$ cat config.mk
export PLATFORM = sky130hd
export DESIGN_NAME = output_compare_channel
export DESIGN_NICKNAME = d
export VERILOG_FILES = /design/src/common/ocmp_pkg.sv /design/src/hdl/output_compare_channel.sv
export SDC_FILE = /design/constraint.sdc
export NUM_CORES = 1
export LEC_CHECK = 0
export ABC_AREA = 1
export CAP_MARGIN = 20
export CELL_PAD_IN_SITES_DETAIL_PLACEMENT = 1
export CELL_PAD_IN_SITES_GLOBAL_PLACEMENT = 1
export CORE_ASPECT_RATIO = 1.4
export CORE_UTILIZATION = 40
export CTS_CLUSTER_SIZE = 28
export DETAILED_ROUTE_END_ITERATION = 10
export DONT_BUFFER_PORTS = 1
export GPL_TIMING_DRIVEN = 0
export HOLD_SLACK_MARGIN = 0.1
export PLACE_DENSITY_LB_ADDON = 0.1
export SETUP_SLACK_MARGIN = 0.1
export SYNTH_ARGS = -nofsm -noshare
export SYNTH_HDL_FRONTEND = slang
export SYNTH_SLANG_ARGS = --single-unit
$ cat constraint.sdc
create_clock -name ref_clk -period 2.9 [get_ports ref_clk]
set_input_delay 0.145 -clock ref_clk [delete_from_list [all_inputs] [get_ports ref_clk]]
set_output_delay 0.145 -clock ref_clk [all_outputs]
set_load 0.02 [all_outputs]
$ cat src/common/ocmp_pkg.sv
/*
  Constants, types and register layout for the output compare channel.
  Assumes one clock domain and a plain strobe register port.
*/
`default_nettype none
// Overview of operation
// - Timebase-select 1 picks the second timebase, 0 picks the first.
// - The count is compared against one or two values, per the mode field.
// - The output pin changes when the timebase equals the relevant value.
// - Mode 000 disables the channel, raises no event and frees the pin.
// - Mode 001 starts low, goes high on a match, events on that rise.
// - Mode 010 starts high, goes low on a match, events on that fall.
// - Mode 011 keeps the entry level, toggles per match, events both edges.
// - Mode 100 starts low, emits one delayed pulse, events on its fall.
// - Mode 101 starts low, emits repeated pulses, events on each fall.
// - Mode 110 is PWM without fault, starts at primary!=0, no event.
// - Mode 111 is PWM with fault, same start, events on a fault fall.
// - The read-only fault flag is set by a fault in mode 111, a control write clears it.
// - With idle-stop set the channel halts while the CPU idles.
// - Control bits 15:14 and 12:5 read as zero.
package ocmp_pkg;
  localparam int unsigned DATA_W = 16;
  localparam int unsigned ADDR_W = 3;
  localparam int unsigned EVT_W = 2;
  // ==========================================================
  // Register indexes.
  localparam logic [2:0] CTRL_IDX = 3'h0;
  localparam logic [2:0] PRI_IDX = 3'h1;
  localparam logic [2:0] SEC_IDX = 3'h2;
  localparam logic [2:0] STAT_IDX = 3'h3;
  localparam logic [2:0] MASK_IDX = 3'h4;
  // ==========================================================
  // Field positions and reset values.
  localparam int unsigned TSEL_BIT = 3;
  localparam int unsigned FLT_BIT = 4;
  localparam int unsigned IDLE_BIT = 13;
  localparam logic [15:0] CTRL_WMASK = 16'h200f;
  localparam logic [15:0] REG_RST = 16'h0000;
  localparam int unsigned EV_CMP = 0;
  localparam int unsigned EV_FLT = 1;
  localparam int unsigned SYNC_STAGES = 2;

  typedef enum logic [2:0] {
    M_OFF = 3'h0, M_ONE_HI = 3'h1, M_ONE_LO = 3'h2, M_TOGGLE = 3'h3,
    M_DELAY = 3'h4, M_CONT = 3'h5, M_PWM = 3'h6, M_PWM_FLT = 3'h7
  } mode_e;

  typedef struct packed {
    logic [ADDR_W-1:0] addr;
    logic [DATA_W-1:0] wdata;
    logic wr;
    logic rd;
  } bus_req_s;
endpackage
`default_nettype wire

$ cat src/hdl/output_compare_channel.sv
/*
  Single output compare channel with register port and interrupt.
  Assumes timebases, cpu_idle and the bus come from ref_clk logic; the
  fault input is an asynchronous pin.
*/
`timescale 1ns/1ns
`default_nettype none
module output_compare_channel #(
  parameter int unsigned DW = 16
) (
  input wire logic ref_clk,
  input wire logic rst,
  input wire ocmp_pkg::bus_req_s bus_req,
  output logic [15:0] bus_rdata,
  input wire logic [15:0] first_timebase,
  input wire logic [15:0] second_timebase,
  input wire logic cpu_idle,
  input wire logic fault_input,
  output logic compare_output_pin,
  output logic compare_output_oe,
  output logic irq
);
  import ocmp_pkg::*;

  // ==========================================================
  // Elaboration check.
  if (DW != DATA_W) begin : g_bad_width
    $error("DW must equal the 16-bit register layout.");
  end

  // ==========================================================
  // Registers.
  logic [15:0] ctrl_q, pri_q, sec_q;
  logic [EVT_W-1:0] stat_q, stat_d, mask_q;
  logic flt_q, flt_d;
  logic out_q, out_d;
  logic done_q, done_d;
  logic [15:0] tb_prev_q;
  logic [15:0] rdata_q, rdata_d;
  logic [SYNC_STAGES:0] fsync_q;

  // ==========================================================
  // Bus decode.
  wire logic wr_ctrl = bus_req.wr && bus_req.addr == CTRL_IDX;
  wire logic wr_pri = bus_req.wr && bus_req.addr == PRI_IDX;
  wire logic wr_sec = bus_req.wr && bus_req.addr == SEC_IDX;
  wire logic wr_stat = bus_req.wr && bus_req.addr == STAT_IDX;
  wire logic wr_mask = bus_req.wr && bus_req.addr == MASK_IDX;
  wire mode_e mode = mode_e'(ctrl_q[2:0]);
  wire mode_e new_mode = mode_e'(bus_req.wdata[2:0]);

  // ==========================================================
  // Timebase selection and match detection.
  // A match counts only when the count has just moved, so a timer
  // stopped on the compare value does not fire every cycle.
  wire logic [15:0] tb_sel = ctrl_q[TSEL_BIT] ? second_timebase : first_timebase;
  wire logic halt = ctrl_q[IDLE_BIT] && cpu_idle;
  wire logic tb_moved = tb_sel != tb_prev_q;
  wire logic hit_pri = !halt && tb_moved && tb_sel == pri_q;
  wire logic hit_sec = !halt && tb_moved && tb_sel == sec_q;
  wire logic hit_zero = !halt && tb_moved && tb_sel == 16'h0000;

  // Fault pin passes two flops; the third only feeds the edge detector.
  wire logic flt_fall = fsync_q[SYNC_STAGES] && !fsync_q[SYNC_STAGES-1];
  wire logic ev_flt = mode == M_PWM_FLT && flt_fall;

  // Output level taken when a mode is entered.
  function automatic logic init_level(mode_e m, logic [15:0] p, logic cur);
    unique case (m)
      M_ONE_LO: init_level = 1'b1;
      M_TOGGLE: init_level = cur;
      M_PWM, M_PWM_FLT: init_level = p != 16'h0000;
      default: init_level = 1'b0;
    endcase
  endfunction

  // Edges that raise the compare event in each mode.
  function automatic logic edge_event(mode_e m, logic rise, logic fall);
    unique case (m)
      M_ONE_HI: edge_event = rise;
      M_ONE_LO: edge_event = fall;
      M_TOGGLE: edge_event = rise || fall;
      M_DELAY, M_CONT: edge_event = fall;
      default: edge_event = 1'b0;
    endcase
  endfunction

  // ==========================================================
  // Output sequencing.
  always_comb begin
    out_d = out_q;
    done_d = done_q;
    if (wr_ctrl) begin
      out_d = init_level(new_mode, pri_q, out_q);
      done_d = 1'b0;
    end else begin
      unique case (mode)
        M_ONE_HI: if (hit_pri) out_d = 1'b1;
        M_ONE_LO: if (hit_pri) out_d = 1'b0;
        M_TOGGLE: if (hit_pri) out_d = !out_q;
        M_DELAY, M_CONT: begin
          if (!done_q && hit_pri) begin
            out_d = 1'b1;
          end
          if (!done_q && hit_sec && out_q) begin
            out_d = 1'b0;
            done_d = mode == M_DELAY;
          end
        end
        M_PWM, M_PWM_FLT: begin
          if (hit_zero) begin
            out_d = pri_q != 16'h0000;
          end else if (hit_pri) begin
            out_d = 1'b0;
          end
        end
        default: out_d = 1'b0;
      endcase
      // The fault overrides even a halted channel, for safety.
      if (mode == M_PWM_FLT && (flt_q || flt_fall)) begin
        out_d = 1'b0;
      end
    end
  end

  wire logic out_rise = out_d && !out_q;
  wire logic out_fall = !out_d && out_q;
  wire logic ev_cmp = !wr_ctrl && edge_event(mode, out_rise, out_fall);

  // Fault flag: software cannot write it; a control rewrite clears it,
  // and a fault in the same cycle still wins.
  assign flt_d = ev_flt || (flt_q && !wr_ctrl);

  // Sticky status, write one to clear, set wins over clear.
  wire logic [EVT_W-1:0] ev_vec = {ev_flt, ev_cmp};
  wire logic [EVT_W-1:0] clr_vec = wr_stat ? bus_req.wdata[EVT_W-1:0] : '0;
  assign stat_d = ev_vec | (stat_q & ~clr_vec);

  // ==========================================================
  // Read mux; unmapped indexes read zero.
  wire logic [15:0] ctrl_view = {2'b00, ctrl_q[IDLE_BIT], 8'h00, flt_q, ctrl_q[3:0]};
  always_comb begin
    rdata_d = 16'h0000;
    if (bus_req.rd) begin
      unique case (bus_req.addr)
        CTRL_IDX: rdata_d = ctrl_view;
        PRI_IDX: rdata_d = pri_q;
        SEC_IDX: rdata_d = sec_q;
        STAT_IDX: rdata_d = {14'h0000, stat_q};
        MASK_IDX: rdata_d = {14'h0000, mask_q};
        default: rdata_d = 16'h0000;
      endcase
    end
  end

  // ==========================================================
  // Register file. Timebase must be stopped before control writes.
  always_ff @(posedge ref_clk) begin
    if (rst) begin
      ctrl_q <= REG_RST;
      pri_q <= REG_RST;
      sec_q <= REG_RST;
      mask_q <= '0;
    end else begin
      if (wr_ctrl) ctrl_q <= bus_req.wdata & CTRL_WMASK;
      if (wr_pri) pri_q <= bus_req.wdata;
      if (wr_sec) sec_q <= bus_req.wdata;
      if (wr_mask) mask_q <= bus_req.wdata[EVT_W-1:0];
    end
  end

  // Channel state.
  always_ff @(posedge ref_clk) begin
    if (rst) begin
      out_q <= 1'b0;
      done_q <= 1'b0;
      flt_q <= 1'b0;
      stat_q <= '0;
      tb_prev_q <= REG_RST;
      rdata_q <= REG_RST;
      fsync_q <= '1;
    end else begin
      out_q <= out_d;
      done_q <= done_d;
      flt_q <= flt_d;
      stat_q <= stat_d;
      tb_prev_q <= tb_sel;
      rdata_q <= rdata_d;
      fsync_q <= {fsync_q[SYNC_STAGES-1:0], fault_input};
    end
  end

  // ==========================================================
  // Outputs. The pin is released to port logic in mode 000.
  assign compare_output_pin = out_q;
  assign compare_output_oe = mode != M_OFF;
  assign irq = |(stat_q & mask_q);
  assign bus_rdata = rdata_q;
endmodule
`default_nettype wire

==> flow_summary.json <==
{
  "clockBufferDepth": 2,
  "layout.cell_area.non_filler_um2": 5770,
  "rows": 44,
  "mostFrequentLayoutCell": "nand2_1",
  "failed_checks": "setup timing",
  "timing.critical_path.arrival_ns": 3.42,
  "synthesis.yosys.warnings": 0,
  "crit_start": "ctrl_q[3]",
  "drt-pass1-iter-count": 4,
  "latest_clock_arrival_within_the_worst_skew_pair_ns": 0.35,
  "reported_leakage_power_nw": 2.58,
  "rsz0062_at_grt": "true",
  "clock_transition_at_the_registers_of_the_reported_paths_ns": 0.06,
  "avgRoutedWirePerCell_um": 19.6,
  "post_synth_inst_count": 688,
  "antenna_left": 0,
  "power_switching_share_pct": 29.9,
  "path_cells": "clkinv_8 > clkbuf_16 > nand2_1 > nand2_4 > nand2_1 > nand2_1 > nor2_1 > nand2_1 > nor2_2 > nand2_2 > nand3_4 > ha_4 > a221oi_2 > nand3_1 > nand2_2 > nand2_2 > ha_4 > nor4_2 > a41oi_1 > nand2_1 > nand2_2 > a21oi_2",
  "dp_hpwl_um": 12300,
  "die-height_um": 125,
  "port_buffers": 0,
  "cts-buffers-inserted": 9,
  "detail_route.vias_per_cell": 5.37,
  "crit_path_end_kind": "flop",
  "tritoncts": "yes",
  "initial_antenna_violation_count": 0,
  "worstMarginPinSlew_ns": 0.778,
  "power_frac_seq_pct": 42.0,
  "ys_ff_latch": 79,
  "run_status": "complete, but fails checks",
  "initial_core_util_pct": 41.5,
  "max_cap_viol_count": 0,
  "timing.critical_path.from_type": "flop",
  "min_period_over_period_pct": 111,
  "part_of_the_power_in_combinational_logic_pct": 17.5,
  "rr_startpoint": "ctrl_q[3]",
  "postRouteWirelength_um": 17600,
  "global_route.overflow_total": 0,
  "clock_power_share_pct": 40.5,
  "report.final.slew_viol_count": 0,
  "synthesis.nets": 748,
  "number_of_hold_violations_in_the_final_report": 0,
  "required_time_at_the_endpoint_of_the_critical_path_ns": 3.11,
  "route.detailed.drc": 0,
  "hold_path.class": "in2reg",
  "largest_stage_delay_on_the_critical_path_ns": 0.44,
  "placed_cell_area_um2": 4520,
  "final_cell_mix": "nand2_1, inv_1, dfxtp_1",
  "cts_root_buf": "clkbuf_16",
  "fp.dieArea_um2": 11300,
  "horizontal_die_dimension_um": 90.1,
  "pin_count": 76,
  "kind_of_critical_path": "reg2reg",
  "p_int_w": 0.00192,
  "ys_seq_area_share_pct": 36.4,
  "final.min_clock_period_ns": 3.21,
  "initialDrtViolationCount": 237,
  "antennaDiodeCount": 0,
  "power.switching_w": 0.000820,
  "achievable-frequency_mhz": 311,
  "finalWorstSetupSlack_ns": -0.311,
  "syn_area_um2": 4340,
  "global_route_wire_length_before_repair_um": 27100,
  "maximum_number_of_pins_on_one_net_before_global_route_repair": 16,
  "slew-limit-headroom_pct": 47.6,
  "worst_path_max_delay_cell": "dfxtp_4",
  "family_of_cells_with_the_greatest_summed_delay_on_the_critical_path": "simple AND/OR/NAND/NOR gates",
  "power-per-cell-area_nw_per_um2": 475,
  "place_congestion": 0.922,
  "vias": 4829,
  "crit_top_cell": "nand2_1",
  "hold_path.startpoint": "second_timebase[0]",
  "finish.net_count": 817,
  "post_route_cells_drive_above_1_share_pct": 19.0,
  "critPathMaxFanout": 6,
  "clock_sinks": 79,
  "areaGrowthSynthToFinish_pct": 32.7,
  "totalNegativeSetupSlack_ns": -0.311,
  "post_synth.cell_area_avg_um2": 6.31,
  "number_of_global_route_vias_before_repair": 5326,
  "number_of_distinct_library_cells_after_synthesis": 35,
  "core_um2": 10500,
  "clock-skew-final_ns": 0.00562,
  "cts_htree_levels": 3,
  "worst_ir_drop_vdd_uv": 274,
  "critical_path.n_buffers_inverters": 2,
  "final_core_utilization_pct": 55.1,
  "setup-violations-final": 1,
  "grt_use_total_pct": 31.3
}
state kept, by name (all words and copies together), names as in the netlist:
name                cells
bus_rdata              16
pri_q                  16
sec_q                  16
tb_prev_q              16
ctrl_q                  5
fsync_q                 3
mask_q                  2
stat_q                  2
compare_output_pin      1
done_q                  1
flt_q                   1
worst paths after layout:
check                                    end  slack, ns  cells after the start
worst max register to register     stat_q[0]      -0.31                     22
worst min register to register    fsync_q[1]       0.42                      1
worst min-delay path            tb_prev_q[0]       0.10                      4
worst max-delay path               stat_q[0]      -0.31                     22
layout make-up:
type / count / area [µm²]
multi-input combinational: 486 / 2570
sequential: 79 / 1590
inverter: 103 / 399
buffer: 20 / 140
timing repair buffer: 58 / 607
tap: 138 / 173
fill: 1387 / 4690
clock inverter: 6 / 51.3
clock buffer: 10 / 239
worst register-to-register path, cell delays in order, from the launching register on:
cell and delay, ns:
dfxtp_4 0.44, clkinv_8 0.11, clkbuf_16 0.18, nand2_1 0.11, nand2_4 0.09, nand2_1 0.09, nand2_1 0.08, nor2_1 0.14
nand2_1 0.09, nor2_2 0.09, nand2_2 0.09, nand3_4 0.11, ha_4 0.21, a221oi_2 0.23, nand3_1 0.14, nand2_2 0.11
nand2_2 0.07, ha_4 0.30, nor4_2 0.03, a41oi_1 0.17, nand2_1 0.09, nand2_2 0.07, a21oi_2 0.05
stage by stage:
step / setup slack, ns / total power (W) / hold slack [ns] / instances
3_3_place_gp: -0.541 / 0.00149 / 0.251 / 826
4_1_cts: -0.319 / 0.00270 / 0.130 / 893
3_5_place_dp: -0.637 / 0.00151 / 0.252 / 826
5_1_grt: -0.498 / 0.00283 / 0.108 / 900
6_report: -0.311 / 0.00274 / 0.102 / 900
2_1_floorplan: 0.161 / 0.00140 / 0.249 / 688
power groups by stage:
| stage | clock network [W] | registers, W | logic (W) |
|---|---|---|---|
| final | 0.00111 | 0.00115 | 0.000478 |
| after floorplan | 0 | 0.00116 | 0.000237 |
| after global routing | 0.00116 | 0.00115 | 0.000520 |
| after detailed placement | 0 | 0.00117 | 0.000335 |
| after global placement | 0 | 0.00117 | 0.000323 |
| after CTS | 0.00112 | 0.00115 | 0.000437 |
timing repair:
item	4_1_cts	5_1_grt
pin swaps	32	28
resized for setup	62	35
hold buffers	31	0
endpoints found under the hold margin	49	0
setup endpoints to repair	2	1
setup buffers	17	6
cloned	3	1
cells in the mapped netlist, drive strengths merged:
| cell | instances | area (µm²) |
|---|---|---|
| clkbuf | 13 | 48.8 |
| inv | 102 | 383 |
| a21oi | 52 | 264 |
| o31ai | 2 | 15.0 |
| nand3b | 1 | 7.51 |
| o22ai | 4 | 25.0 |
| nor3 | 10 | 50.1 |
| clkinv | 1 | 3.75 |
| or2 | 3 | 18.8 |
| dfxtp | 79 | 1580 |
| xor2 | 4 | 35.0 |
| nand3 | 26 | 130 |
| ha | 3 | 37.5 |
| a221oi | 3 | 26.3 |
| a41oi | 1 | 8.76 |
| buf | 7 | 76.3 |
| o221ai | 3 | 26.3 |
| nor4 | 3 | 18.8 |
| o311ai | 1 | 8.76 |
| o21ai | 44 | 220 |
| nor2 | 59 | 224 |
| nand2 | 258 | 1070 |
| o211ai | 1 | 7.51 |
| a2111oi | 1 | 8.76 |
| nand4 | 7 | 43.8 |
metal layers:
| metal | up-vias | share of wire (%) | track usage [%] |
|---|---|---|---|
| li1 | 2293 | - | - |
| met1 | 2367 | 36 | 30.5 |
| met2 | 121 | 56 | 62.0 |
| met3 | 48 | 3.0 | 4.56 |
| met4 | 0 | 4.3 | 17.1 |
| met5 | - | 0 | 0 |
kinds of logic (layout without fill, tap and decap cells):
kind of cell,Yosys count,count (layout),synth area share [%]
simple gates,367,367,36.1
flops,79,79,36.4
compound gates,112,112,14.1
xor+xnor,4,4,0.806
fa+ha+maj,3,3,0.864
buf+inv,123,197,11.8
(Power assumes the default switching activity.)
